===== config.mk =====
export PLATFORM = sky130hd
export DESIGN_NAME = bpp_parser
export DESIGN_NICKNAME = d
export VERILOG_FILES = /design/src/bpp_pkg.sv /design/src/bpp_parser.sv /design/src/bpp_field_acc.sv /design/src/bpp_bct_lut.sv
export SDC_FILE = /design/constraint.sdc
export NUM_CORES = 2
export LEC_CHECK = 0
export BUFFER_PORTS_ARGS = -buffer_cell sky130_fd_sc_hd__buf_2
export CAP_MARGIN = 10
export CORE_MARGIN = 2
export CORE_UTILIZATION = 61
export CTS_CLUSTER_DIAMETER = 60
export DETAILED_ROUTE_END_ITERATION = 7
export HOLD_SLACK_MARGIN = 0.03
export PLACE_DENSITY = 0.81
export SLEW_MARGIN = 30
export SYNTH_ARGS = -nofsm -noshare
export SYNTH_HDL_FRONTEND = slang
export SYNTH_SLANG_ARGS = --single-unit

===== constraint.sdc =====
create_clock -name mclk_i -period 33.5 [get_ports mclk_i]
set_clock_uncertainty 0.1 [all_clocks]
set_input_delay 6.7 -clock mclk_i [delete_from_list [all_inputs] [get_ports mclk_i]]
set_output_delay 6.7 -clock mclk_i [all_outputs]
set_load 0.05 [all_outputs]

===== src/bpp_pkg.sv =====
// Package: constants, types and helpers for the slot plan table parser
package bpp_pkg;
	// APB register byte addresses
	localparam logic [7:0] REG_CTRL  = 8'h00;
	localparam logic [7:0] REG_CFG   = 8'h04;
	localparam logic [7:0] REG_LIMIT = 8'h08;
	localparam logic [7:0] REG_BCT   = 8'h0c;
	localparam logic [7:0] REG_HDR   = 8'h10;
	localparam logic [7:0] REG_STAT  = 8'h14;
	localparam logic [7:0] REG_DROP  = 8'h18;
	// Field positions
	localparam int CTRL_EN      = 0;
	localparam int CTRL_LOGON   = 1;
	localparam int CTRL_CTX1    = 2;
	localparam int CTRL_CTX2    = 3;
	localparam int CTRL_CTXU    = 4;
	localparam int CTRL_FMTU    = 5;
	localparam int CFG_TAG_LSB  = 0;
	localparam int CFG_DLEN_LSB = 8;
	localparam int CFG_ULEN_LSB = 16;
	localparam int BCT_VLD_BIT  = 31;
	localparam int BCT_IDX_LSB  = 24;
	localparam int STAT_FMT_BAD = 10;
	// Values after reset
	localparam logic [31:0] CTRL_RST  = 32'h0000000d;
	localparam logic [31:0] CFG_RST   = 32'h00010100;
	localparam logic [31:0] LIMIT_RST = 32'h00000100;
	// Field lengths in bytes
	localparam logic [7:0] HDR_LEN = 8'h06;
	localparam logic [7:0] FRM_LEN = 8'h05;
	localparam logic [7:0] TXT_LEN = 8'h01;
	// Layout formats and contexts
	localparam logic [7:0] FMT_ID48     = 8'h00;
	localparam logic [7:0] FMT_ID8      = 8'h01;
	localparam logic [7:0] FMT_ID16     = 8'h02;
	localparam logic [7:0] FMT_ID24     = 8'h03;
	localparam logic [7:0] FMT_TX8      = 8'h0a;
	localparam logic [7:0] FMT_TX16     = 8'h0b;
	localparam logic [7:0] FMT_TX24     = 8'h0c;
	localparam logic [7:0] FMT_USER_MIN = 8'h80;
	localparam logic [7:0] CTX_ALL      = 8'h00;
	localparam logic [7:0] CTX_STAR     = 8'h01;
	localparam logic [7:0] CTX_LOGON    = 8'h02;
	localparam logic [7:0] CTX_USER_MIN = 8'h80;
	// Burst configuration lookup
	localparam int LUT_DEPTH = 16;
	localparam int LUT_IDX_W = 4;

	typedef enum logic [6:0] {
		BPP_ST_IDLE = 7'h01,
		BPP_ST_HDR  = 7'h02,
		BPP_ST_FRM  = 7'h04,
		BPP_ST_TXT  = 7'h08,
		BPP_ST_GID  = 7'h10,
		BPP_ST_USR  = 7'h20,
		BPP_ST_SKIP = 7'h40
	} bpp_state_e;

	typedef enum logic [1:0] {
		BPP_CLS_VOID = 2'h0,
		BPP_CLS_DED  = 2'h1,
		BPP_CLS_RAND = 2'h2
	} bpp_cls_e;

	typedef struct packed {
		logic       vld;
		logic [7:0] ptype;
		logic [7:0] modcod;
		logic [7:0] burst_time_unit;
	} bpp_bct_s;

	typedef struct packed {
		logic [7:0]  ctx;
		logic [7:0]  sf_count;
		logic [7:0]  frame_idx;
		logic [15:0] slot_start;
		logic [7:0]  slot_len;
		logic [7:0]  tx_type;
		logic [7:0]  modcod;
		logic [7:0]  ptype;
		logic [47:0] id;
		bpp_cls_e    cls;
	} bpp_grant_s;

	// Identifier length in bytes, zero for a reserved format
	function automatic logic [7:0] bpp_id_len(input logic [7:0] fmt);
		case (fmt)
			FMT_ID48:          bpp_id_len = 8'h06;
			FMT_ID8, FMT_TX8:  bpp_id_len = 8'h01;
			FMT_ID16, FMT_TX16: bpp_id_len = 8'h02;
			FMT_ID24, FMT_TX24: bpp_id_len = 8'h03;
			default:           bpp_id_len = 8'h00;
		endcase
	endfunction : bpp_id_len

	function automatic logic bpp_has_txt(input logic [7:0] fmt);
		bpp_has_txt = (fmt == FMT_TX8) || (fmt == FMT_TX16) ||
			(fmt == FMT_TX24);
	endfunction : bpp_has_txt
endpackage : bpp_pkg


===== src/bpp_parser.sv =====
// Slot plan table parser with APB register file
`timescale 1ns/100ps
`default_nettype none
module bpp_parser (
	// Clock, reset, enable
	input  wire logic                mclk_i,
	input  wire logic                sys_rst_i,
	input  wire logic                ce_i,
	// APB slave
	input  wire logic                psel_i,
	input  wire logic                penable_i,
	input  wire logic                pwrite_i,
	input  wire logic [7:0]          paddr_i,
	input  wire logic [31:0]         pwdata_i,
	output logic      [31:0]         prdata_o,
	output logic                     pready_o,
	output logic                     pslverr_o,
	// Table byte stream
	input  wire logic                tbl_start_i,
	input  wire logic                byte_vld_i,
	input  wire logic [7:0]          byte_i,
	// Grant output
	output logic                     grant_vld_o,
	output bpp_pkg::bpp_grant_s      grant_o,
	output logic                     tbl_done_o
);
	logic [31:0]             ctrl_r;
	logic [31:0]             cfg_r;
	logic [31:0]             limit_r;
	logic [31:0]             prdata_r;
	logic                    pready_r;
	logic                    pslverr_r;
	bpp_pkg::bpp_state_e     state_r;
	bpp_pkg::bpp_state_e     entry_st;
	logic [7:0]              cnt_r;
	logic [7:0]              need_r;
	logic [7:0]              entry_need;
	logic [7:0]              tag_r;
	logic [7:0]              seq_r;
	logic [7:0]              ctx_r;
	logic [7:0]              sfc_r;
	logic [7:0]              fmt_r;
	logic [7:0]              frm_left_r;
	logic [7:0]              fidx_r;
	logic [7:0]              txt_r;
	logic [15:0]             asg_left_r;
	logic [15:0]             slot_r;
	logic [15:0]             grant_cnt_r;
	logic [15:0]             drop_cnt_r;
	logic                    accepted_r;
	logic                    fmt_bad_r;
	logic                    grant_vld_r;
	logic                    done_r;
	bpp_pkg::bpp_grant_s     grant_r;
	bpp_pkg::bpp_grant_s     grant_nxt;
	bpp_pkg::bpp_bct_s       lut_ent;
	logic [47:0]             fld_val;
	logic [47:0]             fld_q;
	logic [47:0]             id_val;
	logic [7:0]              slen;
	logic [7:0]              h_fmt;
	logic [7:0]              h_ctx;
	logic                    start;
	logic                    in_parse;
	logic                    fld_done;
	logic                    hdr_done;
	logic                    frm_done;
	logic                    txt_done;
	logic                    gid_done;
	logic                    ent_done;
	logic                    last_asg;
	logic                    last_frm;
	logic                    fmt_ok;
	logic                    ctx_ok;
	logic                    hdr_ok;
	logic                    use_lut;
	logic                    lut_hit;
	logic                    miss;
	logic                    apb_setup;
	logic                    apb_wr;

	// APB slave: zero wait states, answer prepared in the setup cycle
	assign apb_setup = psel_i && !penable_i;
	assign apb_wr    = psel_i && penable_i && pready_r && pwrite_i;

	always_ff @(posedge mclk_i or posedge sys_rst_i)
	begin
		if (sys_rst_i)
		begin
			pready_r  <= 1'b0;
			pslverr_r <= 1'b0;
			prdata_r  <= 32'h0;
		end
		else if (ce_i)
		begin
			pready_r  <= apb_setup;
			pslverr_r <= 1'b0;
			if (apb_setup)
			begin
				case (paddr_i)
					bpp_pkg::REG_CTRL:  prdata_r <= ctrl_r;
					bpp_pkg::REG_CFG:   prdata_r <= cfg_r;
					bpp_pkg::REG_LIMIT: prdata_r <= limit_r;
					bpp_pkg::REG_BCT:   prdata_r <= 32'h0;
					bpp_pkg::REG_HDR:
						prdata_r <= {sfc_r, ctx_r, seq_r, tag_r};
					bpp_pkg::REG_STAT:
						prdata_r <= {grant_cnt_r, 5'h0, fmt_bad_r,
							accepted_r, state_r != bpp_pkg::BPP_ST_IDLE &&
							state_r != bpp_pkg::BPP_ST_SKIP, fmt_r};
					bpp_pkg::REG_DROP:  prdata_r <= {16'h0, drop_cnt_r};
					default:
					begin
						prdata_r  <= 32'h0;
						pslverr_r <= 1'b1;
					end
				endcase
			end
		end
	end

	always_ff @(posedge mclk_i or posedge sys_rst_i)
	begin
		if (sys_rst_i)
		begin
			ctrl_r  <= bpp_pkg::CTRL_RST;
			cfg_r   <= bpp_pkg::CFG_RST;
			limit_r <= bpp_pkg::LIMIT_RST;
		end
		else if (ce_i && apb_wr)
		begin
			if (paddr_i == bpp_pkg::REG_CTRL)
				ctrl_r <= pwdata_i;
			if (paddr_i == bpp_pkg::REG_CFG)
				cfg_r <= pwdata_i;
			if (paddr_i == bpp_pkg::REG_LIMIT)
				limit_r <= pwdata_i;
		end
	end

	bpp_field_acc u_acc (
		.mclk_i    (mclk_i),
		.sys_rst_i (sys_rst_i),
		.ce_i      (ce_i),
		.shift_i   (byte_vld_i),
		.byte_i    (byte_i),
		.val_o     (fld_val)
	);

	bpp_bct_lut u_lut (
		.mclk_i    (mclk_i),
		.sys_rst_i (sys_rst_i),
		.ce_i      (ce_i),
		.wr_i      (apb_wr && paddr_i == bpp_pkg::REG_BCT),
		.wr_idx_i  (pwdata_i[bpp_pkg::BCT_IDX_LSB +: 4]),
		.wr_ent_i  ({pwdata_i[bpp_pkg::BCT_VLD_BIT], pwdata_i[23:0]}),
		.rd_type_i (txt_r),
		.rd_ent_o  (lut_ent),
		.rd_hit_o  (lut_hit)
	);

	// Field sequencing
	assign start    = ce_i && byte_vld_i && tbl_start_i &&
		ctrl_r[bpp_pkg::CTRL_EN];
	assign in_parse = state_r != bpp_pkg::BPP_ST_IDLE &&
		state_r != bpp_pkg::BPP_ST_SKIP;
	assign fld_done = ce_i && byte_vld_i && !tbl_start_i && in_parse &&
		cnt_r == need_r - 8'h01;
	assign hdr_done = fld_done && state_r == bpp_pkg::BPP_ST_HDR;
	assign frm_done = fld_done && state_r == bpp_pkg::BPP_ST_FRM;
	assign txt_done = fld_done && state_r == bpp_pkg::BPP_ST_TXT;
	assign gid_done = fld_done && state_r == bpp_pkg::BPP_ST_GID;
	assign ent_done = gid_done ||
		(fld_done && state_r == bpp_pkg::BPP_ST_USR);
	assign last_asg = asg_left_r == 16'h0;
	assign last_frm = frm_left_r == 8'h00;

	// Header acceptance, decided on the header's last byte
	assign h_fmt  = fld_val[15:8];
	assign h_ctx  = fld_val[31:24];
	assign fmt_ok = bpp_pkg::bpp_id_len(h_fmt) != 8'h00 ||
		(h_fmt >= bpp_pkg::FMT_USER_MIN && ctrl_r[bpp_pkg::CTRL_FMTU] &&
		cfg_r[bpp_pkg::CFG_ULEN_LSB +: 8] != 8'h00);

	always_comb
	begin
		if (h_ctx == bpp_pkg::CTX_ALL)
			ctx_ok = !ctrl_r[bpp_pkg::CTRL_LOGON];
		else if (h_ctx == bpp_pkg::CTX_STAR)
			ctx_ok = ctrl_r[bpp_pkg::CTRL_CTX1];
		else if (h_ctx == bpp_pkg::CTX_LOGON)
			ctx_ok = ctrl_r[bpp_pkg::CTRL_CTX2];
		else if (h_ctx >= bpp_pkg::CTX_USER_MIN)
			ctx_ok = ctrl_r[bpp_pkg::CTRL_CTXU];
		else
			ctx_ok = 1'b0;
	end

	assign hdr_ok = fmt_ok && ctx_ok &&
		fld_val[47:40] == cfg_r[bpp_pkg::CFG_TAG_LSB +: 8];

	// What the next assignment entry looks like
	always_comb
	begin
		if (fmt_r >= bpp_pkg::FMT_USER_MIN)
		begin
			entry_st   = bpp_pkg::BPP_ST_USR;
			entry_need = cfg_r[bpp_pkg::CFG_ULEN_LSB +: 8];
		end
		else if (bpp_pkg::bpp_has_txt(fmt_r))
		begin
			entry_st   = bpp_pkg::BPP_ST_TXT;
			entry_need = bpp_pkg::TXT_LEN;
		end
		else
		begin
			entry_st   = bpp_pkg::BPP_ST_GID;
			entry_need = bpp_pkg::bpp_id_len(fmt_r);
		end
	end

	always_ff @(posedge mclk_i or posedge sys_rst_i)
	begin
		if (sys_rst_i)
		begin
			state_r <= bpp_pkg::BPP_ST_IDLE;
			need_r  <= 8'h00;
			cnt_r   <= 8'h00;
		end
		else if (ce_i)
		begin
			if (start)
			begin
				state_r <= bpp_pkg::BPP_ST_HDR;
				need_r  <= bpp_pkg::HDR_LEN;
				cnt_r   <= 8'h01;
			end
			else if (in_parse && byte_vld_i)
			begin
				cnt_r <= fld_done ? 8'h00 : cnt_r + 8'h01;
				if (hdr_done && !hdr_ok)
					state_r <= bpp_pkg::BPP_ST_SKIP;
				else if (hdr_done)
				begin
					state_r <= bpp_pkg::BPP_ST_FRM;
					need_r  <= bpp_pkg::FRM_LEN;
				end
				else if (txt_done)
				begin
					state_r <= bpp_pkg::BPP_ST_GID;
					need_r  <= bpp_pkg::bpp_id_len(fmt_r);
				end
				else if ((ent_done && last_asg && !last_frm))
				begin
					state_r <= bpp_pkg::BPP_ST_FRM;
					need_r  <= bpp_pkg::FRM_LEN;
				end
				else if (ent_done && last_asg)
					state_r <= bpp_pkg::BPP_ST_IDLE;
				else if (frm_done || ent_done)
				begin
					state_r <= entry_st;
					need_r  <= entry_need;
				end
			end
		end
	end

	// Header and frame fields
	always_ff @(posedge mclk_i or posedge sys_rst_i)
	begin
		if (sys_rst_i)
		begin
			{tag_r, seq_r, ctx_r, sfc_r, fmt_r, frm_left_r} <= 48'h0;
			fidx_r     <= 8'h00;
			asg_left_r <= 16'h0;
			txt_r      <= 8'h00;
		end
		else if (ce_i)
		begin
			if (hdr_done)
				{tag_r, seq_r, ctx_r, sfc_r, fmt_r, frm_left_r} <=
					fld_val;
			else if (ent_done && last_asg && !last_frm)
				frm_left_r <= frm_left_r - 8'h01;
			if (frm_done)
			begin
				fidx_r     <= fld_val[39:32];
				asg_left_r <= fld_val[15:0];
			end
			else if (ent_done && !last_asg)
				asg_left_r <= asg_left_r - 16'h1;
			if (txt_done)
				txt_r <= fld_val[7:0];
			else if (frm_done)
				txt_r <= 8'h00;
		end
	end

	// Slot position walks forward entry by entry
	assign use_lut = bpp_pkg::bpp_has_txt(fmt_r) && txt_r != 8'h00;
	assign miss    = use_lut && !lut_hit;
	assign slen    = (use_lut && lut_hit) ? lut_ent.burst_time_unit :
		cfg_r[bpp_pkg::CFG_DLEN_LSB +: 8];

	always_ff @(posedge mclk_i or posedge sys_rst_i)
	begin
		if (sys_rst_i)
			slot_r <= 16'h0;
		else if (ce_i && frm_done)
			slot_r <= fld_val[31:16];
		else if (ce_i && ent_done)
			slot_r <= slot_r + {8'h00, slen};
	end

	always_comb
	begin
		case (bpp_pkg::bpp_id_len(fmt_r))
			8'h01:   id_val = {40'h0, fld_val[7:0]};
			8'h02:   id_val = {32'h0, fld_val[15:0]};
			8'h03:   id_val = {24'h0, fld_val[23:0]};
			default: id_val = fld_val;
		endcase
	end

	always_comb
	begin
		grant_nxt            = '0;
		grant_nxt.ctx        = ctx_r;
		grant_nxt.sf_count   = sfc_r;
		grant_nxt.frame_idx  = fidx_r;
		grant_nxt.slot_start = slot_r;
		grant_nxt.slot_len   = slen;
		grant_nxt.tx_type    = txt_r;
		grant_nxt.modcod     = use_lut ? lut_ent.modcod : 8'h00;
		grant_nxt.ptype      = use_lut ? lut_ent.ptype : 8'h00;
		grant_nxt.id         = id_val;
		if (id_val == 48'h0)
			grant_nxt.cls = bpp_pkg::BPP_CLS_VOID;
		else if (id_val <= {16'h0, limit_r})
			grant_nxt.cls = bpp_pkg::BPP_CLS_DED;
		else
			grant_nxt.cls = bpp_pkg::BPP_CLS_RAND;
	end

	always_ff @(posedge mclk_i or posedge sys_rst_i)
	begin
		if (sys_rst_i)
		begin
			grant_r     <= '0;
			grant_vld_r <= 1'b0;
			done_r      <= 1'b0;
		end
		else if (ce_i)
		begin
			grant_vld_r <= gid_done && !miss;
			done_r      <= ent_done && last_asg && last_frm;
			if (gid_done && !miss)
				grant_r <= grant_nxt;
		end
	end

	// Status: counters wrap, the bad-format flag is cleared by writing 1
	always_ff @(posedge mclk_i or posedge sys_rst_i)
	begin
		if (sys_rst_i)
		begin
			grant_cnt_r <= 16'h0;
			drop_cnt_r  <= 16'h0;
			accepted_r  <= 1'b0;
			fmt_bad_r   <= 1'b0;
		end
		else if (ce_i)
		begin
			if (gid_done && !miss)
				grant_cnt_r <= grant_cnt_r + 16'h1;
			if (gid_done && miss)
				drop_cnt_r <= drop_cnt_r + 16'h1;
			if (hdr_done)
				accepted_r <= hdr_ok;
			// Set wins over a clear in the same cycle
			if (hdr_done && !fmt_ok)
				fmt_bad_r <= 1'b1;
			else if (apb_wr && paddr_i == bpp_pkg::REG_STAT &&
				pwdata_i[bpp_pkg::STAT_FMT_BAD])
				fmt_bad_r <= 1'b0;
		end
	end

	// Copy of the last field, only for the checks below
	always_ff @(posedge mclk_i)
		if (ce_i)
			fld_q <= fld_val;

	assign prdata_o    = prdata_r;
	assign pready_o    = pready_r;
	assign pslverr_o   = pslverr_r;
	assign grant_vld_o = grant_vld_r;
	assign grant_o     = grant_r;
	assign tbl_done_o  = done_r;

	a_hdr_capture: assert property (
		@(posedge mclk_i) disable iff (sys_rst_i)
		hdr_done |=> tag_r == fld_q[47:40] && fmt_r == fld_q[15:8] &&
			sfc_r == fld_q[23:16])
		else $error("header fields not captured in order");
	a_frame_loop: assert property (
		@(posedge mclk_i) disable iff (sys_rst_i)
		hdr_done && hdr_ok |=> state_r == bpp_pkg::BPP_ST_FRM &&
			frm_left_r == fld_q[7:0])
		else $error("frame loop count not loaded");
	a_asg_loop: assert property (
		@(posedge mclk_i) disable iff (sys_rst_i)
		frm_done |=> asg_left_r == fld_q[15:0] && fidx_r == fld_q[39:32])
		else $error("frame entry fields wrong");
	a_id_width: assert property (
		@(posedge mclk_i) disable iff (sys_rst_i)
		state_r == bpp_pkg::BPP_ST_GID |->
			need_r == bpp_pkg::bpp_id_len(fmt_r) && need_r != 8'h00)
		else $error("identifier width does not follow format");
	a_reserved_fmt: assert property (
		@(posedge mclk_i) disable iff (sys_rst_i)
		hdr_done && !fmt_ok |=> state_r == bpp_pkg::BPP_ST_SKIP && fmt_bad_r)
		else $error("reserved format was parsed");
	a_slot_offset: assert property (
		@(posedge mclk_i) disable iff (sys_rst_i)
		frm_done |=> slot_r == fld_q[31:16])
		else $error("slot offset not applied");
	a_next_slot: assert property (
		@(posedge mclk_i) disable iff (sys_rst_i)
		ent_done |=> slot_r == 16'($past(slot_r) + {8'h00, $past(slen)}))
		else $error("slot position not advanced by length");
	a_logon_skip: assert property (
		@(posedge mclk_i) disable iff (sys_rst_i)
		hdr_done && h_ctx == bpp_pkg::CTX_ALL &&
			ctrl_r[bpp_pkg::CTRL_LOGON] |=> state_r == bpp_pkg::BPP_ST_SKIP)
		else $error("context zero parsed while logging on");
	a_grant_class: assert property (
		@(posedge mclk_i) disable iff (sys_rst_i)
		grant_vld_o |-> (grant_o.id == 48'h0) ==
			(grant_o.cls == bpp_pkg::BPP_CLS_VOID))
		else $error("void identifier misclassified");
	a_drop_miss: assert property (
		@(posedge mclk_i) disable iff (sys_rst_i)
		gid_done && miss |=> !grant_vld_o &&
			drop_cnt_r == 16'($past(drop_cnt_r) + 16'h1))
		else $error("unknown transmit type was granted");
	a_group_tag: assert property (
		@(posedge mclk_i) disable iff (sys_rst_i)
		hdr_done && fld_val[47:40] != cfg_r[7:0] |=>
			state_r == bpp_pkg::BPP_ST_SKIP)
		else $error("table for another group parsed");
endmodule : bpp_parser
`default_nettype wire


===== src/bpp_field_acc.sv =====
// Byte shifter that assembles multi-byte table fields
`timescale 1ns/100ps
`default_nettype none
module bpp_field_acc (
	// Clock and reset
	input  wire logic        mclk_i,
	input  wire logic        sys_rst_i,
	input  wire logic        ce_i,
	// Byte stream
	input  wire logic        shift_i,
	input  wire logic [7:0]  byte_i,
	// Field value ending with the current byte
	output logic      [47:0] val_o
);
	logic [39:0] acc_r;

	// Fields other than user-format entries never exceed six bytes, so stale upper bytes fall off the
	// top and no clear between fields is needed
	always_ff @(posedge mclk_i or posedge sys_rst_i)
	begin
		if (sys_rst_i)
			acc_r <= 40'h0;
		else if (ce_i && shift_i)
			acc_r <= {acc_r[31:0], byte_i};
	end

	assign val_o = {acc_r, byte_i};
endmodule : bpp_field_acc
`default_nettype wire


===== src/bpp_bct_lut.sv =====
// Burst configuration lookup held in flip-flops
`timescale 1ns/100ps
`default_nettype none
module bpp_bct_lut (
	// Clock and reset
	input  wire logic                 mclk_i,
	input  wire logic                 sys_rst_i,
	input  wire logic                 ce_i,
	// Software write port
	input  wire logic                 wr_i,
	input  wire logic [3:0]           wr_idx_i,
	input  wire bpp_pkg::bpp_bct_s    wr_ent_i,
	// Lookup port
	input  wire logic [7:0]           rd_type_i,
	output bpp_pkg::bpp_bct_s         rd_ent_o,
	output logic                      rd_hit_o
);
	bpp_pkg::bpp_bct_s ent_q [bpp_pkg::LUT_DEPTH];

	genvar g;
	generate
		for (g = 0; g < bpp_pkg::LUT_DEPTH; g++)
		begin : g_ent
			bpp_pkg::bpp_bct_s ent_r;
			always_ff @(posedge mclk_i or posedge sys_rst_i)
			begin
				if (sys_rst_i)
					ent_r <= '0;
				else if (ce_i && wr_i &&
					wr_idx_i == 4'(g))
					ent_r <= wr_ent_i;
			end
			assign ent_q[g] = ent_r;
		end
	endgenerate

	assign rd_ent_o = ent_q[rd_type_i[bpp_pkg::LUT_IDX_W-1:0]];
	// Types beyond the table, unset entries or a zero length are misses
	assign rd_hit_o = (rd_type_i < 8'(bpp_pkg::LUT_DEPTH)) &&
		rd_ent_o.vld && (rd_ent_o.burst_time_unit != 8'h00);
endmodule : bpp_bct_lut
`default_nettype wire


# Yosys cells after proc, flatten, opt, wreduce, memory -nomap -nowiden
# Index checks and enable logic that the tools add are counted.
op_classes:
  add_sub_neg: 7
  n_lt_le_gt_ge: 6
  n_eq_ne: 49
  n_mux: 51
  n_bitwise: 1
  n_reduce_logical: 113
ops:
  columns: ["operator", "count"]
  rows:
  - ["case mux 32 bit (6 select lines)", 1]
  - ["two-way mux 8 bit", 19]
  - ["case mux 48 bit (3 select lines)", 1]
  - ["binary-select mux 25 bit (select 4 bit)", 1]
  - ["== test 8 x 4 -> 1 bit, second input constant", 8]
  - ["two-way mux 16 bit", 4]
  - ["logical AND 1 bit", 57]
  - ["== test 8 x 2 -> 1 bit, second input constant", 7]
  - ["two-way mux 7 bit", 8]
  - ["two-way mux 25 bit", 2]
  - ["<= comparator 48 x 32 -> 1 bit", 1]
  - ["logical NOT 48 bit", 1]
  - ["logical NOT 8 bit", 5]
  - ["adder 16 x 1 -> 16 bit, second input constant", 2]
  - ["== test 4 bit, second input constant", 8]
  - ["== test 8 x 1 -> 1 bit, second input constant", 4]
  - ["nonzero test 8 bit", 4]
  - ["AND reduction 2 bit", 13]
  - ["== test 8 x 5 -> 1 bit, second input constant", 3]
  - ["greater-or-equal comparator 8 bit, second input constant", 3]
  - ["case mux 3 bit (4 select lines)", 2]
  - ["adder 16 x 8 -> 16 bit", 1]
  - ["== test 4 x 3 -> 1 bit, second input constant", 4]
  - ["== test 8 bit", 2]
  - ["34 further kinds", 66]
word_totals:
  regBits: 847
  inputBits: 56
  output_inout_bits: 158
  wordCells: 327

# Depth between registers and ports, before layout
depth:
  depth_word: 15
  depth_mapped: 22
  depth_no_buf: 18

# By module
# Synthesis repeated with hierarchy kept, for this count alone.
hier_totals:
  hier_cells: 3103
  hier_area_um2: 39130.0
modules_own_cells:
  columns: ["mod", "instances", "cells_per_inst", "area_per_inst_um2", "seq_area_each_um2"]
  rows:
  - ["bpp_parser", 1, 1932, 19424.9, 10193.5]
  - ["bpp_bct_lut", 1, 1077, 17988.5, 10009.6]
  - ["bpp_field_acc", 1, 94, 1716.6, 1001.0]

# Worst setup path after synthesis
# No wires, ideal clock.
synth_timing:
  kind: "input-to-reg"
  start: "input port paddr_i[5]"
  end: "register u_lut.g_ent[3].ent_r, in the netlist u_lut.ent_q[300]"
  setup_time_ns: 0.125
  arrival_ns: 8.863
  required_time_ns: 33.275
  setup_slack_ns: 24.412
  stages: 8
  path_buffers: 1
  path_cell_list: "or3_1 nor2_1 nand2_1 nor3_1 nand3_1 nor3_1 buf_2 mux2_2"
synth_between:
  elab_chain_cells: 4
synth_rtl:
  columns: ["element", "line", "source"]
  rows:
  - ["start, declared", "bpp_parser.sv:13", "input wire logic [7:0] paddr_i,"]
  - ["== test 8 x 4 -> 1 bit", "bpp_parser.sv:154", ".wr_i (apb_wr && paddr_i == bpp_pkg::REG_BCT),"]
  - ["logical AND 1 bit", "bpp_parser.sv:154", null]
  - ["logical AND 1 bit (2 in a row)", "bpp_bct_lut.sv:29", "else if (ce_i && wr_i &&"]
  - ["end signal, assigned", "bpp_bct_lut.sv:31", "ent_r <= wr_ent_i;"]
  - ["end, declared", "bpp_bct_lut.sv:24", "bpp_pkg::bpp_bct_s ent_r;"]
# No other way between the ends.
# A chain may end at the register's enable or synchronous reset.

# Worst setup path in the final report
layout_timing:
  start: "input port paddr_i[5]"
  end: "register u_lut.g_ent[7].ent_r, in the netlist u_lut.ent_q[202]"
layout_between:
  elab_chain_cells: 4
layout_rtl:
  columns: ["element", "line"]
  rows:
  - ["== test 8 x 4 -> 1 bit", "bpp_parser.sv:154"]
  - ["logical AND 1 bit", "bpp_parser.sv:154"]
  - ["logical AND 1 bit (2 in a row)", "bpp_bct_lut.sv:29"]
  - ["end signal, assigned", "bpp_bct_lut.sv:31"]
  - ["end, declared", "bpp_bct_lut.sv:24"]
# No other way between the ends.

==> results.cfg <==
[drt]
wl_per_cell_microns = 25.3
routed_wl_microns = 111000
drtIter0Drc = 3417
vias_per_cell = 6.45
antenna_left = 0
first_pass_iters = 6
num_vias = 28221
drc_errors = 0

[synthesis]
ys_async_sr_fraction_pct = 100
synth.avg_cell_area_sq_um = 11.9
synth_fp_nets = 3426
yosys_warnings = 0
synth.largest_area_cell = dfrtp_1
synth_area_leaders = dfrtp_1, mux2_2, mux4_2
synth.top_cell.area_share_pct = 53.0
syn_area_sq_um = 39600
ys_seq_elements = 847
syn_inst = 3322
ys_seq_area_share_pct = 53.5
synth_ff_type = dfrtp_1
synth_cell_type_count = 84
synth_edf_count = 0

[clocking]
clock_sinks = 847
tritoncts = built
clk_pin_slew_ns = 0.06
hold_buffers = 0
root_buffer = clkbuf_16
post_cts_resized = 0
cts_setup_buffers = 0
clockBufferDepth = 3
cts_max_level = 3
clk_latency_ns = 0.66
numCtsBuffers = 88

[sta]
fmax_mhz = 99.1
fin_crit_ns = 10.09
rsz0062_at_grt = no
max_slew_margin_pct = 32.9
drv_slew = 0
tns_ns = 0
final_hold_viol_count = 0
fin_hold_ws_ns = 0.361
min_period_over_period_pct = 30.1
final-setup-viol-count = 0
worst_slew_pin_slew_ns = 1.00

[finish]
drive_gt1_share_pct = 31.7
final_common_cell = dfrtp_1
syn_to_final_growth_pct = 12.1
post-route-util_pct = 69.0
final_cell_mix = dfrtp_1, nand2_1, mux2_2
stdcell_count = 4376
fin_nets = 3554

[critical_path]
worst-path-stages = 9
crit_chain = buf_2, or3_1, nor2_1, nand2_1, nor3_1, nand3_1, nor3b_4, buf_4, mux2_2
r2r_end = slot_r[14]
cp.arrival_ns = 10.52
crit_family = simple AND/OR/NAND/NOR gates
path_buf_inv = 2
slowest_stage = nor3b_4
critical_path_class = input port to flip-flop
worst-r2r-setup-slack_ns = 26.69
crit_path_max_fanout = 14
r2r-start = txt_r[2]
endpoint_kind = flip-flop
critPathMaxStageDelay_ns = 0.87
cp.required_ns = 33.94
r2r_cells = 18
cp-start-kind = input port

[floorplanning]
ios = 214
fp.dieH_microns = 259
core-area_sq_um = 64300
die_area_sq_um = 67100
rows = 93
die_w_microns = 259
start_util_pct = 61.6

[power]
p_per_area_nw_per_um2 = 49.3
ir_drop_mv = 0.0437
p_leak_nw = 22.3

[worst_hold_path]
hold_path.class = flip-flop to flip-flop
min_to = grant_o[50]
hold_start = grant_o[50]
hold_depth = 2

[place]
placement.io_buffers = 213
dp_cells = 4211
dpl.hpwl_microns = 72000
gp_congestion = 0.932

[global_route]
grt_pass1_vias = 28228
antenna_found_initial = 8
grt_first_pass_wirelength_microns = 170000
gr-total-overflow = 0
grt.total_usage_pct = 33.3
grt_max_degree = 180

[job]
maxCapViolCount = 0

[outcome]
status = finished, final reports clean
routing by layer:
metal / up-vias / wire [microns] / GRT usage (%)
li1: 12042 / - / -
met1: 14304 / 42400 / 44.0
met2: 1493 / 51100 / 51.1
met3: 376 / 9980 / 7.54
met4: 6 / 7150 / 19.5
met5: - / 25 / 0
worst reg2reg max path, cell delays in order (launching register included):
cell,delay (ns)
dfrtp_4,0.95
buf_4,0.84
mux2_2,0.45
o311ai_0,0.58
a41o_1,0.61
a21oi_1,0.25
buf_4,0.24
mux2_2,0.30
ha_1,0.18
inv_1,0.06
fa_1,0.40
nor2b_1,0.13
o21ai_0,0.12
a21boi_0,0.25
o21ai_0,0.16
a21oi_1,0.52
nand4_1,0.22
xor2_1,0.21
a21oi_1,0.17
cells in the mapped netlist, types with 7 or more instances:
library cell	n
inv_1	56
xor2_1	51
o21ai_0	141
a21o_1	19
mux4_2	92
and3_1	13
and2_1	30
buf_2	33
buf_1	43
nor3_2	7
a21oi_1	74
nand3_1	68
a31oi_1	24
mux2i_1	55
a222oi_1	21
a22oi_1	50
nor2b_1	39
nand2b_1	11
dfrtp_1	840
xnor2_1	35
mux2_2	537
or3_1	7
mux2_4	23
nand2_1	548
nor4_1	37
nor3_1	26
nand4_1	29
clkbuf_1	144
dfstp_2	7
ha_1	47
nor2_1	106
o31a_1	10
stage by stage:
step / total power, W / setup WS [ns] / area [sq um]
CTS: 0.00219 / 23.50 / 44300
finish: 0.00219 / 23.41 / 44400
detailed placement: 0.00122 / 22.82 / 41400
floorplan: 0.00116 / 2.91 / 39600
global route: 0.00225 / 23.36 / 44400
global placement: 0.00122 / 22.55 / 41300
state kept, by name, indices dropped and copies added, names as in the netlist, 7 cells and up:
signal and cells:
prdata_o 32, fmt_r 8, state_r 7, txt_r 8, tag_r 8, u_acc.acc_r 40
grant_cnt_r 16, ctrl_r 32, cfg_r 32, fidx_r 8, slot_r 16, need_r 8
grant_o 122, cnt_r 8, u_lut.ent_q 400, frm_left_r 8, ctx_r 8, drop_cnt_r 16
limit_r 32, seq_r 8, sfc_r 8, asg_left_r 16
how the worst max path moves through the flow:
stage	start	to
finish	paddr_i[5]	u_lut.ent_q[202]
floorplan	sys_rst_i	accepted_r
detailed placement	ce_i	grant_o[30]
global route	ce_i	grant_o[27]
global placement	ce_i	grant_o[26]
CTS	ce_i	grant_o[30]
power breakdown:
group          switching [W]  internal, W  total [W]
combinational      0.0000772    0.0000386   0.000116
sequential         0.0000512      0.00104    0.00109
clock               0.000413     0.000568   0.000981
total               0.000542      0.00165    0.00219
cell families (layout without fill, tap and decap cells):
logic type      Yosys count  after routing  share of synthesized area (%)
compound gates          386            386                           6.15
mux                     709            709                           22.8
fa+ha+maj                48             48                           1.53
buf+inv                 284            479                           2.91
flops                   847            847                           53.5
other cells               0              4                              0
xor+xnor                 86             86                           1.90
simple gates            962            962                           11.2
area by class of cell:
class / instances / area, sq um
clock inverter: 30 / 348
inverter: 56 / 223
timing repair buffer: 266 / 1580
antenna: 4 / 10.0
sequential: 847 / 21200
multi-input combinational: 2191 / 17400
fill: 4398 / 19900
tap: 855 / 1070
clock buffer: 127 / 2540
No activity file was read; power rests on OpenSTA's default activity.
